`src/fcu_pkg.sv`:
```
// Flash controller package: register map, field positions, keys, types.
// Assumes a 32-bit AHB-Lite host bus and a flash macro on the same clock.
//
// How it works
// - Control opens only after first then second unlock word at unlock_reg.
// - Every reset leaves the control register locked.
// - A wrong unlock word gives a bus error and locks until reset.
// - Pages 0 and 1 also need the pair at boot_pages_unlock_reg.
// - Writing the relock bit locks control and all unlocks again.
// - Page erase with start erases only the page in erase_target_reg.
// - The bus is stalled and busy set while an operation runs.
// - Interrupts are held off while busy.
// - Done flag sets when an erase or word program completes.
// - Erasing a guarded page does nothing and sets guard_violation_flag.
// - Mass erase clears the whole main block and no auxiliary block.
// - A word write to a main address with word_program_sel programs it.
// - A non-blank destination sets blank_check_fault and drops the write.
// - Erase or program of a write-guarded page sets guard_violation_flag.
// - Each write_guard_bits bit guards two pages, loaded at reset.
// - Debug or SRAM boot forbids page ops; pages 0-1 guarded; mass erase ok.
// - Read protection is off only when read_guard_byte is 0xA5.
// - Protected main flash reads as zero to debug or SRAM-boot code.
// - Writing 0x5A/0xA5 guard pair while read protection is active mass erases main flash first.
// - An erased read_guard_byte reads 0xFF and keeps protection.
// - Option word with bad inverse half is taken as all ones.
// - Option writes need main pair then option pair; bit can clear.
package fcu_pkg;
  localparam logic [31:0] UNLOCK_WORD_FIRST  = 32'h4567_0123;
  localparam logic [31:0] UNLOCK_WORD_SECOND = 32'hCDEF_89AB;
  localparam logic [7:0]  READ_GUARD_OPEN    = 8'hA5;
  localparam logic [7:0]  READ_GUARD_INV     = 8'h5A;
  localparam logic [31:0] ERASED_WORD        = 32'hFFFF_FFFF;
  localparam logic [31:0] OPT_DEFAULT        = 32'hFFFF_FFFF;
  // Address map: bit 18 selects registers, else flash byte address
  localparam int          REG_SEL_BIT        = 18;
  localparam logic [17:0] MAIN_LIMIT         = 18'h2_0000;
  localparam logic [17:0] FLASH_TOP          = 18'h2_07FF;
  localparam logic [17:0] NVR1_BASE          = 18'h2_0000;
  localparam logic [17:0] NVR3_BASE          = 18'h2_0400;
  localparam logic [17:0] READ_GUARD_ADDR    = 18'h2_01F8;
  localparam int          PAGE_LSB           = 9;
  localparam int          PAGE_MSB           = 16;
  localparam logic [7:0]  BOOT_PAGES         = 8'h02;
  localparam int          WRP_WORDS          = 8;
  localparam int          WRP_BITS           = 16;
  // Register offsets
  localparam logic [7:0]  OFS_UNLOCK         = 8'h00;
  localparam logic [7:0]  OFS_BOOT_UNLOCK    = 8'h04;
  localparam logic [7:0]  OFS_OPT_UNLOCK     = 8'h08;
  localparam logic [7:0]  OFS_CTRL           = 8'h0C;
  localparam logic [7:0]  OFS_STATUS         = 8'h10;
  localparam logic [7:0]  OFS_TARGET         = 8'h14;
  localparam logic [7:0]  OFS_PROT           = 8'h18;
  // flash_control_reg fields
  localparam int          CTL_PROG           = 0;
  localparam int          CTL_PAGE_ER        = 1;
  localparam int          CTL_MASS_ER        = 2;
  localparam int          CTL_OPT_PROG       = 3;
  localparam int          CTL_OPT_ER         = 4;
  localparam int          CTL_START          = 5;
  localparam int          CTL_RELOCK         = 6;
  localparam int          CTL_OPT_WR         = 7;
  localparam int          CTL_SEL_W          = 5;
  // flash_status_reg fields
  localparam int          ST_BUSY            = 0;
  localparam int          ST_BLANK           = 2;
  localparam int          ST_GUARD           = 4;
  localparam int          ST_DONE            = 5;
  // Protection view fields
  localparam int          PR_READ_GUARD      = 0;
  localparam int          PR_BOOT_OPEN       = 1;
  localparam int          PR_DEBUG           = 2;
  localparam int          PR_SRAM            = 3;

  typedef enum logic [1:0] {OP_READ, OP_PROG, OP_PAGE_ERASE, OP_MASS_ERASE} fcu_op_type;

  typedef struct packed {
    logic        req;
    fcu_op_type  op;
    logic [17:0] addr;
    logic [31:0] wdata;
  } fcu_flash_req_type;

  typedef enum logic [1:0] {KEY_WAIT_FIRST, KEY_WAIT_SECOND, KEY_OPEN, KEY_DEAD} fcu_key_type;

  typedef enum logic [3:0] {
    BUS_IDLE, BUS_DATA, BUS_READ, BUS_PRE, BUS_BLANK, BUS_PROG, BUS_ERASE, BUS_ERR1, BUS_ERR2
  } fcu_bus_type;
endpackage
```
`src/fcu_flash_ctl_unit.sv`:
```
// Flash control unit: AHB-Lite slave for flash array and its registers.
// Assumes a flash macro that acks each request with a one-cycle pulse.
`timescale 1ns/10ps
module fcu_flash_ctl_unit (
  // Clock and reset
  input  wire logic                          i_clk,
  input  wire logic                          i_reset_n,
  // AHB-Lite slave
  input  wire logic                          i_hsel,
  input  wire logic [31:0]                   i_haddr,
  input  wire logic [1:0]                    i_htrans,
  input  wire logic                          i_hwrite,
  input  wire logic [2:0]                    i_hsize,
  input  wire logic [31:0]                   i_hwdata,
  input  wire logic                          i_hready,
  output logic                               o_hreadyout,
  output logic                               o_hresp,
  output logic [31:0]                        o_hrdata,
  // Flash macro
  output fcu_pkg::fcu_flash_req_type         o_flash,
  input  wire logic                          i_fl_ack,
  input  wire logic [31:0]                   i_fl_rdata,
  // Option words from the macro
  input  wire logic [31:0]                   i_opt_read_guard_word,
  input  wire logic [7:0][31:0]              i_opt_write_guard_words,
  // Mode pins
  input  wire logic                          i_debug_mode,
  input  wire logic                          i_sram_boot,
  // Status
  output logic                               o_irq_hold,
  output logic                               o_read_guard_active
);
  import fcu_pkg::*;

  fcu_bus_type                st_q, st_d;
  fcu_key_type                key_q, key_d;
  fcu_flash_req_type          flash_q, flash_d;
  logic [18:0]                addr_q;
  logic                       write_q, word_q;
  logic [CTL_SEL_W-1:0]       ctrl_q;
  logic                       boot_step_q, boot_open_q, opt_step_q, opt_wr_q;
  logic                       busy_q, blank_q, guard_q, done_q;
  logic [31:0]                target_q, rdata_q, rdata_d, reg_view;
  logic                       hready_q, hresp_q;
  logic                       dbg_meta_q, dbg_q, sram_meta_q, sram_q;
  logic                       loaded_q, rdp_active_q;
  logic [31:0]                rg_eff;
  logic [WRP_WORDS*WRP_BITS-1:0] wrp_q, wrp_eff;

  //--------------------------------------------------------------
  // Option word checks
  //--------------------------------------------------------------
  function automatic logic [31:0] opt_eff(input logic [31:0] w);
    opt_eff = (w[31:16] == ~w[15:0]) ? w : OPT_DEFAULT;
  endfunction

  function automatic logic page_guarded(input logic [17:0] a,
                                        input logic [WRP_WORDS*WRP_BITS-1:0] write_guard_bits,
                                        input logic boot_open, input logic restricted);
    logic [7:0] page;
    page = a[PAGE_MSB:PAGE_LSB];
    page_guarded = (a >= MAIN_LIMIT) | !write_guard_bits[page[7:1]]
                   | ((page < BOOT_PAGES) & !boot_open)
                   | restricted;
  endfunction

  function automatic logic is_opt_page(input logic [17:0] a);
    is_opt_page = (a[17:PAGE_LSB] == NVR1_BASE[17:PAGE_LSB])
                | (a[17:PAGE_LSB] == NVR3_BASE[17:PAGE_LSB]);
  endfunction

  for (genvar gi = 0; gi < WRP_WORDS; gi++) begin : g_wrp
    wire [31:0] w_eff = opt_eff(i_opt_write_guard_words[gi]);
    assign wrp_eff[gi*WRP_BITS +: WRP_BITS] = w_eff[15:0];
  end

  assign rg_eff = opt_eff(i_opt_read_guard_word);

  //--------------------------------------------------------------
  // Decode
  //--------------------------------------------------------------
  wire        accept     = i_hsel & i_htrans[1] & i_hready;
  wire        in_data    = (st_q == BUS_DATA);
  wire        is_reg     = addr_q[REG_SEL_BIT];
  wire [7:0]  ofs        = addr_q[7:0];
  wire [17:0] fl_addr    = {addr_q[17:2], 2'b00};
  wire        reg_known  = (addr_q[17:8] == 10'h000) & (ofs <= OFS_PROT) & (ofs[1:0] == 2'b00);
  wire        flash_hit  = (addr_q[17:0] <= FLASH_TOP);
  wire        bad_access = in_data & (is_reg ? !reg_known : !flash_hit);
  wire        reg_wr     = in_data & write_q & is_reg & word_q & reg_known;
  wire        fl_wr      = in_data & write_q & !is_reg & word_q & flash_hit;
  wire        fl_rd      = in_data & !write_q & !is_reg & flash_hit;
  wire        ctl_open   = (key_q == KEY_OPEN);
  wire        restricted = dbg_q | sram_q;

  wire        key_wr     = reg_wr & (ofs == OFS_UNLOCK);
  wire        boot_wr    = reg_wr & (ofs == OFS_BOOT_UNLOCK);
  wire        optk_wr    = reg_wr & (ofs == OFS_OPT_UNLOCK);
  wire        ctl_wr     = reg_wr & (ofs == OFS_CTRL);
  wire        stat_wr    = reg_wr & (ofs == OFS_STATUS);
  wire        tgt_wr     = reg_wr & (ofs == OFS_TARGET) & ctl_open;
  wire        is_first   = (i_hwdata == UNLOCK_WORD_FIRST);
  wire        is_second  = (i_hwdata == UNLOCK_WORD_SECOND);
  wire        key_bad    = key_wr & (((key_q == KEY_WAIT_FIRST) & !is_first)
                         | ((key_q == KEY_WAIT_SECOND) & !is_second)
                         | (key_q == KEY_DEAD));
  wire        bus_error  = bad_access | key_bad;

  // Control writes only land while unlocked
  wire        relock     = ctl_wr & ctl_open & i_hwdata[CTL_RELOCK];
  wire        ctl_take   = ctl_wr & ctl_open & !i_hwdata[CTL_RELOCK];
  wire        start      = ctl_take & i_hwdata[CTL_START];
  wire        go_mass    = start & i_hwdata[CTL_MASS_ER];
  wire        go_page    = start & !i_hwdata[CTL_MASS_ER] & i_hwdata[CTL_PAGE_ER];
  wire        go_opter   = start & !i_hwdata[CTL_MASS_ER] & !i_hwdata[CTL_PAGE_ER]
                         & i_hwdata[CTL_OPT_ER];
  wire        tgt_guard  = page_guarded(target_q[17:0], wrp_q, boot_open_q, restricted);
  wire        page_ok    = go_page & !tgt_guard;
  wire        opter_ok   = go_opter & opt_wr_q & is_opt_page(target_q[17:0]);
  wire        start_bad  = (go_page & tgt_guard) | (go_opter & !opter_ok);

  // Word programming through a flash-space write
  wire        sel_prog   = ctl_open & ctrl_q[CTL_PROG];
  wire        sel_oprog  = ctl_open & !ctrl_q[CTL_PROG] & ctrl_q[CTL_OPT_PROG];
  wire        bus_guard  = page_guarded(fl_addr, wrp_q, boot_open_q, restricted);
  wire        prog_ok    = fl_wr & sel_prog & !bus_guard;
  wire        oprog_ok   = fl_wr & sel_oprog & opt_wr_q & is_opt_page(fl_addr);
  wire        guard_pair = oprog_ok & (fl_addr == READ_GUARD_ADDR) & rdp_active_q
                         & (i_hwdata[7:0] == READ_GUARD_OPEN)
                         & (i_hwdata[23:16] == READ_GUARD_INV);
  wire        prog_bad   = fl_wr & ((sel_prog & !prog_ok) | (sel_oprog & !oprog_ok));
  wire        blank_miss = (i_fl_rdata != ERASED_WORD);
  wire        read_block = rdp_active_q & restricted & (fl_addr < MAIN_LIMIT);

  wire        op_end     = i_fl_ack & ((st_q == BUS_PROG) | (st_q == BUS_ERASE));
  wire        blank_set  = i_fl_ack & (st_q == BUS_BLANK) & blank_miss;
  wire        guard_set  = in_data & !bus_error & (start_bad | prog_bad);
  wire        busy_d     = (st_d == BUS_PRE) | (st_d == BUS_BLANK)
                         | (st_d == BUS_PROG) | (st_d == BUS_ERASE);
  wire        hready_d   = (st_d == BUS_IDLE) | (st_d == BUS_ERR2);
  wire        hresp_d    = (st_d == BUS_ERR1) | (st_d == BUS_ERR2);

  //--------------------------------------------------------------
  // Bus and operation sequencer
  //--------------------------------------------------------------
  always_comb begin
    st_d    = st_q;
    flash_d = flash_q;
    case (st_q)
      BUS_IDLE, BUS_ERR2: begin
        st_d = accept ? BUS_DATA : BUS_IDLE;
      end
      BUS_DATA: begin
        st_d = BUS_IDLE;
        flash_d.addr  = fl_addr;
        flash_d.wdata = i_hwdata;
        if (bus_error) begin
          st_d = BUS_ERR1;
        end else if (go_mass | guard_pair) begin
          st_d = guard_pair ? BUS_PRE : BUS_ERASE;
          flash_d.req  = 1'b1;
          flash_d.op   = OP_MASS_ERASE;
          flash_d.addr = '0;
        end else if (page_ok | opter_ok) begin
          st_d = BUS_ERASE;
          flash_d.req  = 1'b1;
          flash_d.op   = OP_PAGE_ERASE;
          flash_d.addr = {target_q[17:PAGE_LSB], {PAGE_LSB{1'b0}}};
        end else if (prog_ok | oprog_ok) begin
          st_d = BUS_BLANK;
          flash_d.req = 1'b1;
          flash_d.op  = OP_READ;
        end else if (fl_rd) begin
          st_d = BUS_READ;
          flash_d.req = 1'b1;
          flash_d.op  = OP_READ;
        end
      end
      BUS_PRE: begin
        if (i_fl_ack) begin
          st_d = BUS_BLANK;
          flash_d.op   = OP_READ;
          flash_d.addr = fl_addr;
        end
      end
      BUS_BLANK: begin
        if (i_fl_ack) begin
          st_d = blank_miss ? BUS_IDLE : BUS_PROG;
          flash_d.req = !blank_miss;
          flash_d.op  = OP_PROG;
        end
      end
      BUS_READ, BUS_PROG, BUS_ERASE: begin
        if (i_fl_ack) begin
          st_d = BUS_IDLE;
          flash_d.req = 1'b0;
        end
      end
      BUS_ERR1: begin
        st_d = BUS_ERR2;
      end
      default: begin
        st_d = BUS_IDLE;
        flash_d.req = 1'b0;
      end
    endcase
  end

  always_comb begin
    key_d = key_q;
    if (key_wr) begin
      case (key_q)
        KEY_WAIT_FIRST:  key_d = is_first ? KEY_WAIT_SECOND : KEY_DEAD;
        KEY_WAIT_SECOND: key_d = is_second ? KEY_OPEN : KEY_DEAD;
        default:         key_d = key_q;
      endcase
    end
    if (relock) begin
      key_d = KEY_WAIT_FIRST;
    end
  end

  //--------------------------------------------------------------
  // Read data
  //--------------------------------------------------------------
  always_comb begin
    reg_view = 32'h0000_0000;
    case (ofs)
      OFS_CTRL: begin
        reg_view[CTL_SEL_W-1:0] = ctrl_q;
        reg_view[CTL_RELOCK]    = !ctl_open;
        reg_view[CTL_OPT_WR]    = opt_wr_q;
      end
      OFS_STATUS: begin
        reg_view[ST_BUSY]  = busy_q;
        reg_view[ST_BLANK] = blank_q;
        reg_view[ST_GUARD] = guard_q;
        reg_view[ST_DONE]  = done_q;
      end
      OFS_TARGET: reg_view = target_q;
      OFS_PROT: begin
        reg_view[PR_READ_GUARD] = rdp_active_q;
        reg_view[PR_BOOT_OPEN]  = boot_open_q;
        reg_view[PR_DEBUG]      = dbg_q;
        reg_view[PR_SRAM]       = sram_q;
      end
      default: reg_view = 32'h0000_0000;
    endcase
  end

  always_comb begin
    rdata_d = rdata_q;
    if (in_data) begin
      rdata_d = (!write_q & is_reg) ? reg_view : 32'h0000_0000;
    end else if ((st_q == BUS_READ) & i_fl_ack) begin
      rdata_d = read_block ? 32'h0000_0000 : i_fl_rdata;
    end
  end

  //--------------------------------------------------------------
  // Registers
  //--------------------------------------------------------------
  always_ff @(posedge i_clk or negedge i_reset_n) begin
    if (!i_reset_n) begin
      st_q     <= BUS_IDLE;
      flash_q  <= '0;
      hready_q <= 1'b1;
      hresp_q  <= 1'b0;
      rdata_q  <= 32'h0000_0000;
      busy_q   <= 1'b0;
    end else begin
      st_q     <= st_d;
      flash_q  <= flash_d;
      hready_q <= hready_d;
      hresp_q  <= hresp_d;
      rdata_q  <= rdata_d;
      busy_q   <= busy_d;
    end
  end

  always_ff @(posedge i_clk or negedge i_reset_n) begin
    if (!i_reset_n) begin
      addr_q  <= '0;
      write_q <= 1'b0;
      word_q  <= 1'b0;
    end else if (accept) begin
      addr_q  <= i_haddr[18:0];
      write_q <= i_hwrite;
      word_q  <= (i_hsize == 3'h2);
    end
  end

  always_ff @(posedge i_clk or negedge i_reset_n) begin
    if (!i_reset_n) begin
      key_q    <= KEY_WAIT_FIRST;
      ctrl_q   <= '0;
      target_q <= 32'h0000_0000;
    end else begin
      key_q <= key_d;
      if (relock) begin
        ctrl_q <= '0;
      end else if (ctl_take) begin
        ctrl_q <= i_hwdata[CTL_SEL_W-1:0];
      end
      if (tgt_wr) begin
        target_q <= i_hwdata;
      end
    end
  end

  // Secondary unlock pairs; both need the control register open
  always_ff @(posedge i_clk or negedge i_reset_n) begin
    if (!i_reset_n) begin
      boot_step_q <= 1'b0;
      boot_open_q <= 1'b0;
      opt_step_q  <= 1'b0;
      opt_wr_q    <= 1'b0;
    end else if (relock | !ctl_open) begin
      boot_step_q <= 1'b0;
      boot_open_q <= 1'b0;
      opt_step_q  <= 1'b0;
      opt_wr_q    <= 1'b0;
    end else begin
      if (boot_wr) begin
        boot_step_q <= is_first & !boot_step_q;
        boot_open_q <= boot_open_q | (boot_step_q & is_second);
      end
      if (optk_wr) begin
        opt_step_q <= is_first & !opt_step_q;
      end
      if (optk_wr & opt_step_q & is_second) begin
        opt_wr_q <= 1'b1;
      end else if (ctl_take & !i_hwdata[CTL_OPT_WR]) begin
        opt_wr_q <= 1'b0;
      end
    end
  end

  // Status flags: a set in the same cycle as its clear wins
  always_ff @(posedge i_clk or negedge i_reset_n) begin
    if (!i_reset_n) begin
      blank_q <= 1'b0;
      guard_q <= 1'b0;
      done_q  <= 1'b0;
    end else begin
      blank_q <= (blank_q & !(stat_wr & i_hwdata[ST_BLANK])) | blank_set;
      guard_q <= (guard_q & !(stat_wr & i_hwdata[ST_GUARD])) | guard_set;
      done_q  <= (done_q & !(stat_wr & i_hwdata[ST_DONE])) | op_end;
    end
  end

  // Mode pins come from outside the clock domain
  always_ff @(posedge i_clk or negedge i_reset_n) begin
    if (!i_reset_n) begin
      dbg_meta_q  <= 1'b0;
      dbg_q       <= 1'b0;
      sram_meta_q <= 1'b0;
      sram_q      <= 1'b0;
    end else begin
      dbg_meta_q  <= i_debug_mode;
      dbg_q       <= dbg_meta_q;
      sram_meta_q <= i_sram_boot;
      sram_q      <= sram_meta_q;
    end
  end

  // Option bytes are caught once, on the first edge after reset release
  always_ff @(posedge i_clk or negedge i_reset_n) begin
    if (!i_reset_n) begin
      loaded_q     <= 1'b0;
      rdp_active_q <= 1'b1;
      wrp_q        <= '0;
    end else if (!loaded_q) begin
      loaded_q     <= 1'b1;
      rdp_active_q <= (rg_eff[7:0] != READ_GUARD_OPEN);
      wrp_q        <= wrp_eff;
    end
  end

  //--------------------------------------------------------------
  // Outputs
  //--------------------------------------------------------------
  assign o_hreadyout         = hready_q;
  assign o_hresp             = hresp_q;
  assign o_hrdata            = rdata_q;
  assign o_flash             = flash_q;
  assign o_irq_hold          = busy_q;
  assign o_read_guard_active = rdp_active_q;
endmodule // fcu_flash_ctl_unit

```
`config.mk`:
```
export PLATFORM = sky130hd
export DESIGN_NAME = fcu_flash_ctl_unit
export DESIGN_NICKNAME = d
export VERILOG_FILES = /design/src/fcu_pkg.sv /design/src/fcu_flash_ctl_unit.sv
export SDC_FILE = /design/constraint.sdc
export NUM_CORES = 1
export LEC_CHECK = 0
export BUFFER_PORTS_ARGS = -buffer_cell sky130_fd_sc_hd__buf_2
export CAP_MARGIN = 10
export CORE_AREA = 2 2 188 190
export DETAILED_ROUTE_END_ITERATION = 8
export DIE_AREA = 0 0 190 192
export PLACE_DENSITY = 0.85
export SLEW_MARGIN = 0
export SYNTH_ARGS = -nofsm -noshare
export SYNTH_HDL_FRONTEND = slang
export SYNTH_SLANG_ARGS = --single-unit
```
`constraint.sdc`:
```
create_clock -name i_clk -period 3.8 [get_ports i_clk]
set_input_delay 0.95 -clock i_clk [delete_from_list [all_inputs] [get_ports i_clk]]
set_output_delay 0.95 -clock i_clk [all_outputs]
set_load 0.02 [all_outputs]
```
Word-level counts from Yosys, hierarchy flattened. Index checks and enable logic that the tools add are counted.

Order comparisons: 9. Eq/ne operators: 49. Multiplexer cells: 66. Bitwise gates (word level): 116. Reductions and logical operators: 49.

Operators by type and width (number): $eq 16x16->1 (9); $not 16->16 (9); $mux 16 (8); $mux 32 (4); $and 1x1->1 (77); $mux 21 (2); $eq 9x9->1 const B (4); $ge 18x18->1 const B (2); $pmux 18 s2 (1); $eq 32x31->1 const B (1); $eq 32x32->1 const B (1); $eq 4x3->1 const B (8); $ne 32x32->1 const B (1); $mux 3 (10); $or 1x1->1 (29); $logic_not 1->1 (27); $eq 8x5->1 const B (3); $mux 24 (1); $pmux 4 s6 (1); $mux 20 (1); $le 18x18->1 const B (1); $lt 18x18->1 const B (1); $mux 18 (1); $eq 16x16->1 const B (1); other kinds (39) (86).

Register bits after elaboration: 293. Input bits: 397. Output and inout bits: 89. Word-level logic and storage cells: 318.

Depth between registers and ports, before layout.
Word-level depth: 23. Gate-level depth with buffers: 14. Gate-level depth less buffers: 9.

Least setup slack after synthesis. Ideal clock, no wire load.

Kind: input -> register. Start point: in i_hwdata[6]. End point: reg busy_q (netlist: o_irq_hold). Arrival time: 3.106 ns. Path slack: 0.570 ns. Stages: 9. Path through: nand2b_1 nor3b_1 nand3_1 or4_1 o21a_1 a21oi_1 o32ai_1 or3_4 a211o_1.

Longest elaborated chain between the ends: 17. Elaborated cells between the ends (all ways): 38. Classes of those cells: eq/ne: 7; mux: 5; bitwise: 23; reduce/logical: 3.

RTL lines: start: declaration (RTL line fcu_flash_ctl_unit.sv:14) `input wire logic [31:0] i_hwdata,`; $logic_not 1->1 (RTL line fcu_flash_ctl_unit.sv:111) `wire ctl_take = ctl_wr & ctl_open & !i_hwdata[CTL_RELOCK];`; $and 1x1->1 (RTL line fcu_flash_ctl_unit.sv:111); $and 1x1->1 (RTL line fcu_flash_ctl_unit.sv:112) `wire start = ctl_take & i_hwdata[CTL_START];`; $and 1x1->1 (RTL line fcu_flash_ctl_unit.sv:114, fcu_flash_ctl_unit.sv:115); $and 1x1->1 (RTL line fcu_flash_ctl_unit.sv:115) `wire go_opter = start & !i_hwdata[CTL_MASS_ER] & !i_hwdata[CTL_PAGE_ER]`; $and 1x1->1 (RTL line fcu_flash_ctl_unit.sv:116) `& i_hwdata[CTL_OPT_ER];`; $and 1x1->1 (2 in series) (RTL line fcu_flash_ctl_unit.sv:119) `wire opter_ok = go_opter & opt_wr_q & is_opt_page(target_q[17:0]);`; $or 1x1->1 (RTL line fcu_flash_ctl_unit.sv:164) `end else if (page_ok | opter_ok) begin`; [2 not listed]; $mux 3 (*) (RTL line fcu_flash_ctl_unit.sv:157) `if (bus_error) begin`; $pmux 4 s6 (*) (RTL line fcu_flash_ctl_unit.sv:149) `case (st_q)`; named net st_d[1] (RTL line fcu_flash_ctl_unit.sv:35) `fcu_bus_type st_q, st_d;`; $eq 4x2->1 / $eq 4x3->1 (equally long branches) (RTL line fcu_flash_ctl_unit.sv:138) `wire busy_d = (st_d == BUS_PRE) | (st_d == BUS_BLANK)`; $or 1x1->1 (RTL line fcu_flash_ctl_unit.sv:138); $or 1x1->1 (RTL line fcu_flash_ctl_unit.sv:139) `| (st_d == BUS_PROG) | (st_d == BUS_ERASE);`; $or 1x1->1 (*) (RTL line fcu_flash_ctl_unit.sv:139); named net busy_d (RTL line fcu_flash_ctl_unit.sv:138); end signal: assignment (RTL line fcu_flash_ctl_unit.sv:277) `busy_q <= busy_d;`; end: declaration (RTL line fcu_flash_ctl_unit.sv:42) `logic busy_q, blank_q, guard_q, done_q;`.

The timed path passes the listed nets; every way through them passes the cells marked *. A chain may end at the register's enable or synchronous reset.

Worst setup path in the final report.
Start point: reg addr_q[10]. End point: reg flash_q, in the netlist o_flash[52].

Longest elaborated chain between the ends: 18. Elaborated cells between the ends (all ways): 60. Classes of those cells: order compare: 3; eq/ne: 5; mux: 8; bitwise: 38; reduce/logical: 6.

RTL lines: start: declaration (RTL line fcu_flash_ctl_unit.sv:38) `logic [18:0] addr_q;`; start signal: assignment (RTL line fcu_flash_ctl_unit.sv:287) `addr_q <= i_haddr[18:0];`; $logic_not 10->1 (RTL line fcu_flash_ctl_unit.sv:87) `wire reg_known = (addr_q[17:8] == 10'h000) & (ofs <= OFS_PROT) & (ofs[1:0] == 2'b00);`; $and 1x1->1 (2 in series) (RTL line fcu_flash_ctl_unit.sv:87); $and 1x1->1 (RTL line fcu_flash_ctl_unit.sv:90) `wire reg_wr = in_data & write_q & is_reg & word_q & reg_known;`; $and 1x1->1 (RTL line fcu_flash_ctl_unit.sv:99) `wire ctl_wr = reg_wr & (ofs == OFS_CTRL);`; $and 1x1->1 (2 in series) (RTL line fcu_flash_ctl_unit.sv:111); $and 1x1->1 (RTL line fcu_flash_ctl_unit.sv:112); $and 1x1->1 (RTL line fcu_flash_ctl_unit.sv:114, fcu_flash_ctl_unit.sv:115); $and 1x1->1 (RTL line fcu_flash_ctl_unit.sv:115); $and 1x1->1 (RTL line fcu_flash_ctl_unit.sv:116); $and 1x1->1 (2 in series) (RTL line fcu_flash_ctl_unit.sv:119); $or 1x1->1 (RTL line fcu_flash_ctl_unit.sv:164); $mux 3 (RTL line fcu_flash_ctl_unit.sv:164); $mux 21 (RTL line fcu_flash_ctl_unit.sv:159) `end else if (go_mass | guard_pair) begin`; $mux 21 (RTL line fcu_flash_ctl_unit.sv:157); $pmux 1 s4 (RTL line fcu_flash_ctl_unit.sv:149); end signal: assignment (RTL line fcu_flash_ctl_unit.sv:273) `flash_q <= flash_d;`; end: declaration (RTL line fcu_flash_ctl_unit.sv:37) `fcu_flash_req_type flash_q, flash_d;`.

Parallel ways exist; a longest one is shown, timed or not. The select of a mux whose other input is x is not followed.

==> reports/results.txt <==
Die Y: 192 um
dpl ws: 47.4 ps
initial core utilization: 0.469
worst hold slack: 360 ps
row count: 68
crit-path cells: buf_4 > mux4_2 > nand3_1 > nand2_1 > o21ai_0 > a221oi_1 > a31o_2 > or2_1 > o31ai_2 > mux2i_1
Final Max Tran Viols: 0
Mapped Cells: 1670
Final period util: 0.932
status: finished, final reports clean
Worst setup SP type: flip-flop
initial detailed-routing violation count: 1109
clk_lat worst skew: 550 ps
most instantiated cells after synthesis: 289 x dfrtp_1, 201 x nor2_1, 189 x a21oi_1
sequential-to-total area share from yosys stat: 0.453
Port Buf Inserts: 469
leakage: 9.63 nW
yosys synthesis warning count: 0
post-synthesis async set-or-reset flop share: 1.00
Routed Antenna Nets: 0
Die Wd: 190 um
Crit path largest cell delay: 760 ps
Vias: 15003
dpl cell area: 19100 um^2
clock sink total: 291
vias per cell: 5.72
Final Skew: 9.14 ps
post-layout worst setup margin: 260 ps
detailed-route wire length per cell: 20.6 um
cell with the most instances after synthesis: dfrtp_1
worst IR drop on VDD: 554 uV
#FFs+latches synth: 291
# setup viols final: 0
Synth cell types: 71
unrepaired setup endpoints after global routing: no
GRT overflow: 0
number of flops mapped to enable cells by yosys: 0
post-route cell area: 20200 um^2
worst slew pin tran: 1050 ps
DIE AREA: 36500 um^2
drt drc: 0
time the worst path needs with I/O delays and setup: 3540 ps
GPL Wtd Cong: 0.968
Post-CTS Repair Setup Buffers: 0
Synth area leader: dfrtp_1
largest net degree at the start of global routing: 95
htree depth: 1
Highest Clock Rate: 282 MHz
Total GRT Usage: 0.289
synth top area cells: dfrtp_1 45%, mux4_2 7.1%, a21oi_1 5.9%
Max Cap Violations: 0
Synth Area per Inst: 9.62 um^2
WS Path Type: flip-flop to flip-flop
WP data arrival: 4020 ps
Crit path required time: 4280 ps
relative slew slack: 0.300
Layout fillers: 2858
Placeable Area: 34300 um^2
Reg clk slew, reported paths: 60 ps
mapped cell area: 16100 um^2
post_cts resized: 0
Synth Flop Type: dfrtp_1
Nets: 2536
final wirelength: 54000 um
vias in the first global route: 15125
cts hold-fix bufs: 0
initial antenna violation count: 4
placed insts: 2561
critical path's slowest cell: dfrtp_2
Max clock buf depth: 3
1st-pass router iterations: 6
TritonCTS buffer count: 31
I/O pin count: 486
DPL Wire Length: 41800 um
P&R area growth vs syn: 25.8%
PD cells: 525 nW/um^2
fin cells: 2621
TritonCTS clock tree: yes
global-route wire length before repair: 81900 um
Fin Setup TNS: 0 ps
worst min path class: flip-flop to flip-flop
Critical Path Fanout Max: 19
layout cells sized above 1: 0.333
crit end category: flip-flop
Hold Fails Final Rpt: 0
post-synth top area share: 0.450
CTS root buf: clkbuf_16
## per-stage QoR
stage | util | total power, mW
2_1_floorplan | - | 6.04
3_3_place_gp | 0.556 | 7.26
3_5_place_dp | 0.556 | 7.36
4_1_cts | 0.589 | 10.6
5_1_grt | 0.589 | 11.1
6_report | 0.589 | 10.6
## cells by family (layout without fill, tap and decap cells)
logic type	after synthesis	in the layout	share of synthesized area
XOR/XNOR	140	140	0.0763
buffers and inverters	230	722	0.0580
flip-flops	291	291	0.453
multiplexers	136	136	0.129
AO/OA/AOI/OAI	324	324	0.122
AND/OR/NAND/NOR	547	547	0.160
other	2	6	0.000467
## critical path, delay by kind of cell (launching register included)
| family | cells | cell delay [ps] |
|---|---|---|
| and+or+nand+nor | 3 | 410 |
| DFF | 1 | 760 |
| AOI/OAI and AO/OA | 4 | 1280 |
| muxes | 2 | 720 |
| buffers and inverters | 1 | 270 |
## worst paths after layout
kind                                             start                        to  slack (ps)  cells past startpoint
worst min-delay path              dbg_meta_q$_DFF_PN0_           dbg_q$_DFF_PN0_         360                      0
worst max register to register  addr_q[10]$_DFFE_PN0P_   o_flash[52]$_DFFE_PN0P_         260                     10
max in group asynchronous                    i_reset_n  o_hrdata[24]$_DFFE_PN0P_        2410                      2
worst min register to register    dbg_meta_q$_DFF_PN0_           dbg_q$_DFF_PN0_         360                      0
min in group asynchronous                    i_reset_n   o_flash[35]$_DFFE_PN0P_         440                      1
worst max-delay path            addr_q[10]$_DFFE_PN0P_   o_flash[52]$_DFFE_PN0P_         260                     10
## state kept, by name, summed over array words and instances, names as in the netlist, 2 cells and up
name / flops
wrp_q: 128
o_flash: 51
o_hrdata: 32
target_q: 32
addr_q: 19
ctrl_q: 5
st_q: 4
key_q: 2
## per-layer routing
layer  global-route usage  vias to the layer above  share of wire  routed length, um
li1                     -                     6767              -                  -
met1                0.338                     7298           0.37              20200
met2                0.524                      795           0.51              27300
met3               0.0508                      141          0.076               4130
met4                0.122                        2          0.043               2320
met5                    0                        -        0.00020                 11
## where the power goes
part	internal, mW	total [mW]	switching (mW)
combinational	1.23	3.23	2.01
sequential	3.65	4.10	0.453
clock	2.02	3.27	1.25
total	6.90	10.6	3.71
## cell usage in the layout, fill, tap and decap left out, drive strengths merged, types with 22 or more instances in the layout
cell    synthesis  final
clkbuf         67     44
mux4           51     51
mux2           63     63
xnor2         108    108
nor2          201    201
xor2           32     32
nor4           41     41
o21ai          23     23
buf            25    527
a22oi          42     42
a21oi         189    189
inv           138    139
mux2i          22     22
nand3          23     23
nand2         159    159
nand4          36     36
dfrtp         289    289
## area by class of cell
| class | count | area (um^2) | area share |
|---|---|---|---|
| clock inverters | 13 | 196 | 0.00972 |
| repair buffers | 527 | 2830 | 0.140 |
| inverters | 138 | 518 | 0.0256 |
| well taps | 455 | 569 | 0.0282 |
| clock buffers | 44 | 925 | 0.0458 |
| multi-input cells | 1150 | 7870 | 0.389 |
| diodes | 3 | 7.51 | 0.000371 |
| flip-flops and latches | 291 | 7290 | 0.361 |
(Power assumes the default switching activity.)
